--- src/hdl/smp_pkg.sv ---
// shared constants and types for the synchronous memory port with bus surrender
package smp_pkg;

   // ---------------------------------------------------------------
   // widths of the memory bus
   // ---------------------------------------------------------------
   localparam int DW  = 16;                     // ext_data lines
   localparam int AW  = 20;                     // ext_address lines 21..2
   localparam int CSN = 4;                      // chip selects
   localparam int BLN = 2;                      // byte lanes

   // ---------------------------------------------------------------
   // burst and latency figures, in memory clock edges
   // ---------------------------------------------------------------
   localparam int         BURST_LEN  = 4;                    // words per default burst
   localparam logic [1:0] BURST_REST = 2'(BURST_LEN - 1);    // words after the first
   localparam int         SD_CAS_LAT = 3;                    // sdram read latency
   localparam int         SR_RD_LAT  = 2;                    // sram pipelined read latency
   localparam int         PIPE_W     = SD_CAS_LAT + 1;
   localparam int         SD_ALLBANK_BIT = 10;               // address bit that selects all banks

   // ---------------------------------------------------------------
   // surrender timing, in memory input clock periods (E)
   // ---------------------------------------------------------------
   localparam int         FLOAT_MIN_E  = 2;
   localparam int         GRANT_MAX_E  = 2;
   localparam int         RESUME_MIN_E = 2;
   localparam int         RESUME_MAX_E = 7;
   // one extra edge covers the unknown phase of the synchronised request
   localparam logic [2:0] FLOAT_EDGES  = 3'(FLOAT_MIN_E + 1);
   localparam logic [2:0] RESUME_EDGES = 3'(RESUME_MIN_E + 1);

   // ---------------------------------------------------------------
   // shared strobe pins: bit positions and sdram commands {we,ras,cas}
   // ---------------------------------------------------------------
   localparam int         STB_AC = 0;                        // addr strobe / column strobe
   localparam int         STB_OR = 1;                        // output enable / row strobe
   localparam int         STB_WE = 2;                        // write enable
   localparam logic [2:0] CMD_NOP = 3'h7;
   localparam logic [2:0] CMD_ACT = 3'h5;
   localparam logic [2:0] CMD_PRE = 3'h1;
   localparam logic [2:0] CMD_REF = 3'h4;
   localparam logic [2:0] CMD_MRS = 3'h0;
   localparam logic [2:0] CMD_RD  = 3'h6;
   localparam logic [2:0] CMD_WR  = 3'h2;

   // ---------------------------------------------------------------
   // values after reset and buffer depth
   // ---------------------------------------------------------------
   localparam logic [CSN-1:0] RST_CE_N   = 4'hf;
   localparam logic [BLN-1:0] RST_BLS_N  = 2'h3;
   localparam logic           RST_BUS_OE = 1'h1;
   localparam int             FIFO_DEPTH = 8;

   // request operations
   typedef enum logic [2:0] {
      OP_READ = 3'h0, OP_WRITE = 3'h1, OP_ROW_OPEN = 3'h2, OP_CLOSE_ROW = 3'h3,
      OP_CLOSE_ALL = 3'h4, OP_RESTORE = 3'h5, OP_MODE_SETUP = 3'h6
   } smp_op_t;

   // bus ownership states, gray from ST_OWN to ST_DRIVE; the step from ST_DRIVE back to ST_OWN flips all three bits
   typedef enum logic [2:0] {
      ST_OWN = 3'h0, ST_DRAIN = 3'h1, ST_FLOAT = 3'h3,
      ST_HELD = 3'h2, ST_RESUME = 3'h6, ST_DRIVE = 3'h7
   } smp_bus_t;

   // one buffered request
   typedef struct packed {
      smp_op_t        op;
      logic           sd;
      logic [1:0]     cs;
      logic [BLN-1:0] be;
      logic [AW-1:0]  addr;
      logic [DW-1:0]  data;
   } smp_req_t;

endpackage

--- src/hdl/smp_fifo.sv ---
// request buffer with valid and ready on both sides
`timescale 1ns/100ps
module smp_fifo #(
   parameter int W     = 8,
   parameter int DEPTH = 8
) (
   // system
   input  wire logic         clk_sys,
   input  wire logic         rst,
   // fill side
   input  wire logic         in_valid,
   output logic              in_ready,
   input  wire logic [W-1:0] in_data,
   // drain side
   output logic              out_valid,
   input  wire logic         out_ready,
   output logic [W-1:0]      out_data
);
   localparam int PW = $clog2(DEPTH);

   typedef struct packed {
      logic [DEPTH-1:0][W-1:0] mem;
      logic [PW-1:0]           wp;
      logic [PW-1:0]           rp;
      logic [PW:0]             cnt;
      logic                    rdy;
      logic                    vld;
   } smp_fifo_st_t;

   smp_fifo_st_t r_ff;
   smp_fifo_st_t nxt_r;
   logic         push;
   logic         pop;

   // ---------------------------------------------------------------
   // pointers and fill level
   // ---------------------------------------------------------------
   always_comb begin
      nxt_r = r_ff;
      push  = in_valid && r_ff.rdy;
      pop   = out_ready && r_ff.vld;
      if (push) begin
         nxt_r.mem[r_ff.wp] = in_data;
         nxt_r.wp = (r_ff.wp == PW'(DEPTH - 1)) ? '0 : r_ff.wp + 1'b1;
      end
      if (pop) begin
         nxt_r.rp = (r_ff.rp == PW'(DEPTH - 1)) ? '0 : r_ff.rp + 1'b1;
      end
      nxt_r.cnt = r_ff.cnt + (PW+1)'(push) - (PW+1)'(pop);
      // flags registered so both sides see clean levels
      nxt_r.rdy = nxt_r.cnt != (PW+1)'(DEPTH);
      nxt_r.vld = nxt_r.cnt != '0;
   end

   // state register
   always_ff @(posedge clk_sys) begin
      if (rst) begin
         r_ff     <= '0;
         r_ff.rdy <= 1'b1;
      end else begin
         r_ff <= nxt_r;
      end
   end

   assign in_ready  = r_ff.rdy;
   assign out_valid = r_ff.vld;
   assign out_data  = r_ff.mem[r_ff.rp];

endmodule

--- src/hdl/smp_port.sv ---
// synchronous memory port: burst sram and sdram cycles plus bus surrender
//
// How it works
// - sram uses memory burst counter, four-word bursts
// - sdram uses memory burst counter, four-word bursts
// - odd orders made by cutting bursts short
// - every burst type keeps data flowing
// - sram strobes: address strobe, output enable, write
// - sdram strobes: column strobe, write, row strobe
// - sdram read data taken three clocks later
// - surrender floats selects, lanes, data, address, strobes
// - in-flight transfers finish before the grant
// - idle bus is granted with least delay
// - inhibit set means surrender requests are ignored
// - bus floats no sooner than two periods
// - grant falls within two periods of floating
// - bus driven again two to seven periods
// - grant rises within two periods of driving
`timescale 1ns/100ps
module smp_port
   import smp_pkg::*;
#(
   parameter int DEPTH = FIFO_DEPTH
) (
   // system
   input  wire logic           clk_sys,
   input  wire logic           rst,
   // request stream
   input  wire logic           req_valid,
   output logic                req_ready,
   input  wire logic [2:0]     req_op,
   input  wire logic           req_sdram,
   input  wire logic [1:0]     req_cs,
   input  wire logic [BLN-1:0] req_be,
   input  wire logic [AW-1:0]  req_addr,
   input  wire logic [DW-1:0]  req_wdata,
   // read return
   output logic                rd_valid,
   output logic [DW-1:0]       rd_data,
   // configuration
   input  wire logic           surrender_inhibit,
   // memory clock
   input  wire logic           memclk_in,
   output logic                memclk_out,
   // memory bus
   output logic [CSN-1:0]      ce_n,
   output logic [BLN-1:0]      byte_lane_strobe_n,
   output logic [AW-1:0]       ext_address,
   output logic [2:0]          shared_stb_n,
   output logic                bus_oe,
   input  wire logic [DW-1:0]  ext_data_in,
   output logic [DW-1:0]       ext_data_out,
   output logic                ext_data_oe,
   // bus surrender
   input  wire logic           hold_req_n,
   output logic                bus_surrender_grant_n
);

   // ---------------------------------------------------------------
   // state
   // ---------------------------------------------------------------
   typedef struct packed {
      logic              m1, m2, mclk, rise;
      logic              h1, h2;
      logic [DW-1:0]     d1, d2;
      smp_bus_t          st;
      logic [2:0]        ecnt;
      logic [1:0]        bcnt;
      logic [AW-1:0]     bnext;
      logic              bsd, bwr;
      logic [1:0]        bcs;
      logic [PIPE_W-1:0] pipe;
      logic [CSN-1:0]    ce_n;
      logic [BLN-1:0]    bls_n;
      logic [AW-1:0]     addr;
      logic [2:0]        stb_n;
      logic              bus_oe;
      logic [DW-1:0]     dout;
      logic              dout_oe;
      logic              grant_n;
      logic              rd_valid;
      logic [DW-1:0]     rd_data;
   } smp_state_t;

   smp_state_t        r_ff;
   smp_state_t        nxt_r;
   smp_req_t          e;
   logic [$bits(smp_req_t)-1:0] f_data;
   logic              f_valid;
   logic              f_ready;
   logic              hold_ask;
   logic              is_rw;
   logic              is_rd;
   logic              cont;
   logic              clash;
   logic              can_issue;
   logic [PIPE_W-1:0] sh;
   logic [PIPE_W-1:0] slot;

   // ---------------------------------------------------------------
   // request buffer
   // ---------------------------------------------------------------
   smp_fifo #(
      .W     ($bits(smp_req_t)),
      .DEPTH (DEPTH)
   ) smp_fifo_i (
      .clk_sys   (clk_sys),
      .rst       (rst),
      .in_valid  (req_valid),
      .in_ready  (req_ready),
      .in_data   ({req_op, req_sdram, req_cs, req_be, req_addr, req_wdata}),
      .out_valid (f_valid),
      .out_ready (f_ready),
      .out_data  (f_data)
   );

   assign e = smp_req_t'(f_data);

   // ---------------------------------------------------------------
   // next state
   // ---------------------------------------------------------------
   always_comb begin
      nxt_r = r_ff;
      // two-flop synchronisers for clock, request and read data
      nxt_r.m1 = memclk_in;
      nxt_r.m2 = r_ff.m1;
      nxt_r.mclk = r_ff.m2;
      nxt_r.h1 = hold_req_n;
      nxt_r.h2 = r_ff.h1;
      nxt_r.d1 = ext_data_in;
      nxt_r.d2 = r_ff.d1;
      // act one cycle after memclk_out rises, so pins never race it
      nxt_r.rise = r_ff.m2 & ~r_ff.mclk;
      nxt_r.rd_valid = 1'b0;
      hold_ask = ~r_ff.h2 & ~surrender_inhibit;
      is_rw = (e.op == OP_READ) || (e.op == OP_WRITE);
      is_rd = e.op == OP_READ;
      sh = r_ff.pipe >> 1;
      slot = e.sd ? PIPE_W'(1 << SD_CAS_LAT) : PIPE_W'(1 << SR_RD_LAT);
      // words following the open burst ride the memory's own counter
      cont = (r_ff.bcnt != 2'h0) && is_rw && (e.sd == r_ff.bsd) &&
             ((e.op == OP_WRITE) == r_ff.bwr) && (e.cs == r_ff.bcs) &&
             (e.addr == r_ff.bnext);
      // reads in flight block a change of memory or direction (turnaround)
      clash = (r_ff.pipe != '0) && ((e.sd != r_ff.bsd) || !is_rd);
      can_issue = r_ff.rise && (r_ff.st == ST_OWN) && !hold_ask && f_valid && !clash;
      f_ready = can_issue;

      // memory clock edge: capture, shift, default to idle pins
      if (r_ff.rise) begin
         if (r_ff.pipe[0]) begin
            nxt_r.rd_valid = 1'b1;
            nxt_r.rd_data = r_ff.d2;
         end
         nxt_r.pipe = sh;
         nxt_r.ce_n = RST_CE_N;
         nxt_r.stb_n = CMD_NOP;
         nxt_r.bls_n = RST_BLS_N; // masks any tail of an abandoned write burst
         nxt_r.dout_oe = 1'b0;
         if (r_ff.bcnt != 2'h0 && !can_issue) begin
            nxt_r.bcnt = 2'h0;
         end
         // sram keeps its output enable low while its reads drain
         if (!r_ff.bsd && sh != '0) begin
            nxt_r.stb_n[STB_OR] = 1'b0;
         end
      end

      // issue one request word
      if (can_issue) begin
         nxt_r.ce_n = ~(CSN'(1) << e.cs);
         nxt_r.addr = e.addr;
         if (is_rw) begin
            // a new address cuts the burst and starts another at once
            nxt_r.bcnt = cont ? r_ff.bcnt - 2'h1 : BURST_REST;
            nxt_r.bnext = e.addr + AW'(1);
            nxt_r.bsd = e.sd;
            nxt_r.bwr = !is_rd;
            nxt_r.bcs = e.cs;
            nxt_r.bls_n = is_rd ? '0 : ~e.be;
            nxt_r.dout = e.data;
            nxt_r.dout_oe = !is_rd;
            if (is_rd) begin
               nxt_r.pipe = sh | slot;
            end
            if (e.sd) begin
               nxt_r.stb_n = cont ? CMD_NOP : (is_rd ? CMD_RD : CMD_WR);
            end else begin
               nxt_r.stb_n[STB_AC] = cont;
               nxt_r.stb_n[STB_OR] = !is_rd;
               nxt_r.stb_n[STB_WE] = is_rd;
            end
         end else begin
            nxt_r.bcnt = 2'h0;
            nxt_r.bsd = 1'b1;
            // remaining sdram commands
            case (e.op)
               OP_ROW_OPEN:   nxt_r.stb_n = CMD_ACT;
               OP_CLOSE_ROW: begin
                  nxt_r.stb_n = CMD_PRE;
                  nxt_r.addr[SD_ALLBANK_BIT] = 1'b0;
               end
               OP_CLOSE_ALL: begin
                  nxt_r.stb_n = CMD_PRE;
                  nxt_r.addr[SD_ALLBANK_BIT] = 1'b1;
               end
               OP_RESTORE:    nxt_r.stb_n = CMD_REF;
               OP_MODE_SETUP: nxt_r.stb_n = CMD_MRS;
               default:       nxt_r.stb_n = CMD_NOP;
            endcase
         end
      end

      // bus surrender, counted in memory clock edges
      case (r_ff.st)
         ST_OWN: begin
            if (hold_ask) begin
               nxt_r.st = ST_DRAIN;
               nxt_r.ecnt = 3'h0;
            end
         end
         ST_DRAIN: begin
            if (r_ff.h2) begin
               nxt_r.st = ST_OWN;
            end else if (r_ff.rise) begin
               if (r_ff.ecnt < FLOAT_EDGES - 3'h1) begin
                  nxt_r.ecnt = r_ff.ecnt + 3'h1;
               end else if (sh == '0) begin
                  // idle bus floats on the first legal edge
                  nxt_r.st = ST_FLOAT;
                  nxt_r.bus_oe = 1'b0;
                  nxt_r.dout_oe = 1'b0;
                  nxt_r.bcnt = 2'h0;
               end
            end
         end
         ST_FLOAT: begin
            if (r_ff.rise) begin
               nxt_r.st = ST_HELD;
               nxt_r.grant_n = 1'b0;
            end
         end
         ST_HELD: begin
            // the master keeps the request low past the grant, so no glitch
            if (r_ff.h2) begin
               nxt_r.st = ST_RESUME;
               nxt_r.ecnt = 3'h0;
            end
         end
         ST_RESUME: begin
            if (r_ff.rise) begin
               if (r_ff.ecnt < RESUME_EDGES - 3'h1) begin
                  nxt_r.ecnt = r_ff.ecnt + 3'h1;
               end else begin
                  nxt_r.st = ST_DRIVE;
                  nxt_r.bus_oe = 1'b1;
               end
            end
         end
         ST_DRIVE: begin
            if (r_ff.rise) begin
               nxt_r.st = ST_OWN;
               nxt_r.grant_n = 1'b1;
            end
         end
         default: nxt_r.st = ST_OWN;
      endcase
   end

   // state register
   always_ff @(posedge clk_sys) begin
      if (rst) begin
         r_ff         <= '0;
         r_ff.h1      <= 1'b1;
         r_ff.h2      <= 1'b1;
         r_ff.ce_n    <= RST_CE_N;
         r_ff.bls_n   <= RST_BLS_N;
         r_ff.stb_n   <= CMD_NOP;
         r_ff.bus_oe  <= RST_BUS_OE;
         r_ff.grant_n <= 1'b1;
         r_ff.st      <= ST_OWN;
      end else begin
         r_ff <= nxt_r;
      end
   end

   // ---------------------------------------------------------------
   // outputs
   // ---------------------------------------------------------------
   assign memclk_out            = r_ff.mclk;
   assign ce_n                  = r_ff.ce_n;
   assign byte_lane_strobe_n    = r_ff.bls_n;
   assign ext_address           = r_ff.addr;
   assign shared_stb_n          = r_ff.stb_n;
   assign bus_oe                = r_ff.bus_oe;
   assign ext_data_out          = r_ff.dout;
   assign ext_data_oe           = r_ff.dout_oe;
   assign bus_surrender_grant_n = r_ff.grant_n;
   assign rd_valid              = r_ff.rd_valid;
   assign rd_data               = r_ff.rd_data;

   // ---------------------------------------------------------------
   // checks
   // ---------------------------------------------------------------
   logic [3:0] low_e_ff;
   logic [3:0] high_e_ff;
   logic       sd_rd_cmd;

   // memory edges seen since the request went low or high
   always_ff @(posedge clk_sys) begin
      if (rst || r_ff.h2) low_e_ff <= 4'h0;
      else if (r_ff.rise && low_e_ff != 4'hf) low_e_ff <= low_e_ff + 4'h1;
      if (rst || !r_ff.h2) high_e_ff <= 4'h0;
      else if (r_ff.rise && high_e_ff != 4'hf) high_e_ff <= high_e_ff + 4'h1;
   end

   assign sd_rd_cmd = r_ff.bsd && r_ff.stb_n == CMD_RD && r_ff.ce_n != RST_CE_N;
endmodule

--- config.mk ---
export PLATFORM = sky130hd
export DESIGN_NAME = smp_port
export DESIGN_NICKNAME = d
export VERILOG_FILES = /design/src/hdl/smp_pkg.sv /design/src/hdl/smp_fifo.sv /design/src/hdl/smp_port.sv
export SDC_FILE = /design/constraint.sdc
export NUM_CORES = 1
export LEC_CHECK = 0
export BUFFER_PORTS_ARGS = -buffer_cell sky130_fd_sc_hd__buf_2
export CAP_MARGIN = 40
export CORE_MARGIN = 1
export CORE_UTILIZATION = 61
export CTS_CLUSTER_SIZE = 10
export DETAILED_ROUTE_END_ITERATION = 12
export PLACE_DENSITY_LB_ADDON = 0.08
export SLEW_MARGIN = 30
export SYNTH_ARGS = -nofsm -noshare
export SYNTH_HDL_FRONTEND = slang
export SYNTH_HIERARCHICAL = 1
export SYNTH_SLANG_ARGS = --single-unit
--- constraint.sdc ---
create_clock -name clk_sys -period 5.67 [get_ports clk_sys]
set_clock_uncertainty 0.2 [all_clocks]
set_input_delay 0.2835 -clock clk_sys [delete_from_list [all_inputs] [get_ports clk_sys]]
set_output_delay 0.2835 -clock clk_sys [all_outputs]
set_load 0.01 [all_outputs]
==> flow_metrics.env <==
export IMPL_syn_to_final_growth_pct=8.99
export IMPL_ff2ff_setup_slack_ns=1.09
export IMPL_htree_num_levels=2
export IMPL_synth_top_family_by_area="compound AO/OA/AOI/OAI gates"
export IMPL_status="finished clean"
export IMPL_cts_tree="done"
export IMPL_final_common_cell="dfxtp_1"
export IMPL_finalCritPeriodShare_pct=80.8
export IMPL_first_iter_violations=1894
export IMPL_ys_flop_type="dfxtp_1"
export IMPL_worstPathCellList="mux4_1 -> mux2_2 -> xnor2_1 -> a21oi_1 -> or2_0 -> inv_2 -> nand2_1 -> inv_1 -> ha_1 -> inv_1 -> ha_1 -> inv_1 -> fa_1 -> nand2b_1 -> a2111o_1"
export IMPL_crit_type="reg -> reg"
export IMPL_row_count=70
export IMPL_hp_class="reg -> reg"
export IMPL_finalCriticalPeriod_ns=4.58
export IMPL_intPower_uw=5860
export IMPL_antenna_found_initial=2
export IMPL_p_leak_uw=0.00858
export IMPL_preCtsSetupSlack_ns=1.18
export IMPL_core_area_um2=36700
export IMPL_synth_mux_area_share_pct=12.2
export IMPL_reg2reg_depth=15
export IMPL_finalSetupViolCount=0
export IMPL_clk_latency_ns=0.60
export IMPL_synth_avg_cell_area_um2=8.86
export IMPL_hold_viol=0
export IMPL_crit_slowest_cell="dfxtp_4"
export IMPL_fin_ws_ns=1.09
export IMPL_initial_core_util_pct=62.3
export IMPL_portBuffers=132
export IMPL_num_vias=19400
export IMPL_netSwitchingFraction_pct=28.5
export IMPL_grt_pass1_wl_um=99200
export IMPL_multi_input_area_um2=10900
export IMPL_p_clk_share_pct=38.3
export IMPL_synth_edf_count=0
export IMPL_peakVddDrop_v=0.000278
export IMPL_finalMaxSlewViolations=0
export IMPL_final_cell_mix="500 x dfxtp_1, 434 x a21oi_1, 364 x nand3_1"
export IMPL_tns_ns=0
export IMPL_gr_total_overflow=0
export IMPL_synth_compound_area_share_pct=18.9
export IMPL_hpwl_um=33900
export IMPL_syn_num_nets=2657
export IMPL_r2r_end="smp_fifo_i/in_ready"
export IMPL_ant_nets=0
export IMPL_post_drt_wl_per_cell_um=20.8
export IMPL_syn_inst=2579
export IMPL_critPathMaxFanout=29
export IMPL_seq_area_frac_synth_pct=44.1
export IMPL_yosys_area_share_xor_xnor_pct=1.76
export IMPL_start_kind="flip-flop"
export IMPL_synthArstFlopShare_pct=0
export IMPL_vias_per_cell=6.52
export IMPL_total_power_uw=8210
export IMPL_pwr_share_comb_pct=15.8
export IMPL_max_clock_freq_mhz=218
export IMPL_timing_rr_start="smp_fifo_i/r_ff[6]"
export IMPL_p_sw_uw=2340
export IMPL_nFillCells=2934
export IMPL_fin_util_pct=67.8
export IMPL_root_buffer="clkbuf_16"
export IMPL_synth_area_um2=22800
export IMPL_power_frac_seq_pct=45.9
export IMPL_rsz0062_at_grt="no"
export IMPL_clkTransAtPathRegs_ns=0.06
export IMPL_yosys_area_share_simple_pct=14.0
export IMPL_gp_congestion=0.826
export IMPL_die_x_um=196
export IMPL_grt_max_degree=216
export IMPL_die_y_um=196
export IMPL_drv_cap=0
export IMPL_grt_total_usage_pct=32.1
export IMPL_slew_headroom_pct=32.4
export IMPL_cts_buffers_inserted=56
export IMPL_cts_sinks=503
export IMPL_end_kind="flip-flop"
export IMPL_clk_path_buf_depth=3
export IMPL_holdCritStartpoint="memclk_out"
export IMPL_crit_top_cell="inv_1"
export IMPL_placed_area_um2=22700
export IMPL_ys_types=63
export IMPL_yosysWarnings=6
export IMPL_finalWirelength_um=62100
export IMPL_hold_depth=1
export IMPL_drc_errors=0
export IMPL_worstPathRequired_ns=5.96
export IMPL_cts_resized_gates=0
export IMPL_yosys_area_share_adder_pct=0.690
export IMPL_nNetsFinal=2578
export IMPL_dr_pass1_iters=6
export IMPL_fp_dieArea_um2=38200
export IMPL_worst_pin_slew_ns=1.01
export IMPL_worst_path_largest_cell_delay_ns=0.64
export IMPL_register_area_um2=10100
export IMPL_holdPathEnd="r_ff[135]"
export IMPL_crit_path_start="smp_fifo_i/r_ff[6]"
export IMPL_ios=133
export IMPL_layout_drive_gt1_share_pct=12.9
export IMPL_grt_pass1_vias=18500
export IMPL_arrival_ns=4.87
export IMPL_finalInstanceArea_um2=24900
export IMPL_ys_ff_latch=503
export IMPL_powerDensity_nw_per_um2=330
## worst max path at each step
stage / depth (start not counted) / slack [ns] / to
floorplan: 19 / 1.15 / smp_fifo_i/in_ready
global placement: 15 / 1.21 / smp_fifo_i/in_ready
detailed placement: 15 / 1.18 / smp_fifo_i/in_ready
CTS: 15 / 1.14 / smp_fifo_i/in_ready
global route: 15 / 0.87 / smp_fifo_i/in_ready
finish: 15 / 1.09 / smp_fifo_i/in_ready
## state kept, by name, indices dropped and copies added, names as in the netlist, 2 cells and up
signal              flops
byte_lane_strobe_n      2
r_ff                   54
ce_n                    4
ext_address            20
nxt_r                  19
rd_data                16
smp_fifo_i/r_ff       362
shared_stb_n            3
ext_data_out           16
## logic make-up after synthesis
group	Yosys count
AO/OA/AOI/OAI	839
flip-flops	503
adder cells (fa/ha/maj)	12
multiplexers	139
buffers and inverters	386
XOR/XNOR	46
AND/OR/NAND/NOR	654
## per-layer routing
| layer | up-vias | global-route usage (%) | wire length (µm) |
|---|---|---|---|
| met1 | 9485 | 43.8 | 26500 |
| met4 | 0 | 9.97 | 1400 |
| met5 | - | 0 | 0 |
| met2 | 835 | 52.6 | 29600 |
| met3 | 107 | 4.91 | 4530 |
| li1 | 8976 | - | - |
## critical path, delay by kind of cell, from the launching register on
| kind | cells | cell delay [ns] |
|---|---|---|
| buffers and inverters | 4 | 0.27 |
| xor gates and xnor gates | 1 | 0.17 |
| AOI/OAI and AO/OA | 2 | 0.73 |
| and+or+nand+nor | 3 | 0.49 |
| muxes | 2 | 0.97 |
| adders and majority gates | 3 | 0.97 |
| DFF | 1 | 0.64 |
## stage by stage
step	instances	hold slack (ns)
6_report	2978	0.214
5_1_grt	2978	0.232
4_1_cts	2973	0.0763
3_5_place_dp	2843	0.203
3_3_place_gp	2838	0.201
2_1_floorplan	2579	0.163
## area by class of cell
| cell class | instances | share of cell area [%] |
|---|---|---|
| multi-input combinational | 1690 | 43.9 |
| sequential | 503 | 40.5 |
| timing repair buffer | 232 | 6.95 |
| clock buffer | 64 | 5.92 |
| tap | 468 | 2.35 |
| inverter | 17 | 0.256 |
| clock inverter | 2 | 0.0854 |
| antenna | 2 | 0.0201 |
## synthesized netlist by cell type, types with 15 or more instances
| master | instances | area, µm² |
|---|---|---|
| a21oi_1 | 434 | 2170 |
| buf_2 | 65 | 325 |
| buf_4 | 74 | 556 |
| clkbuf_1 | 210 | 788 |
| dfxtp_1 | 503 | 10100 |
| inv_1 | 16 | 60.1 |
| mux2_2 | 45 | 507 |
| mux4_1 | 66 | 1730 |
| mux4_2 | 22 | 495 |
| nand2_1 | 149 | 559 |
| nand3_1 | 364 | 1820 |
| nor2_1 | 30 | 113 |
| nor2b_1 | 45 | 282 |
| o21ai_0 | 347 | 1740 |
| o21ai_1 | 24 | 120 |
| xnor2_1 | 31 | 272 |
| xor2_1 | 15 | 131 |
## power by group through the flow
| stage | logic (µW) | clock network, µW | registers (µW) |
|---|---|---|---|
| after floorplan | 923 | 0 | 3800 |
| after global placement | 1190 | 0 | 3830 |
| after detailed placement | 1230 | 0 | 3840 |
| after CTS | 1270 | 3190 | 3760 |
| after global routing | 1390 | 3340 | 3780 |
| final | 1300 | 3140 | 3770 |
## what timing repair did
| item | in CTS | in global routing |
|---|---|---|
| hold buffers | 64 | 1 |
| setup buffers | 0 | 0 |
| endpoints found under the hold margin | 373 | 46 |
No activity file was read; power rests on OpenSTA's default activity.
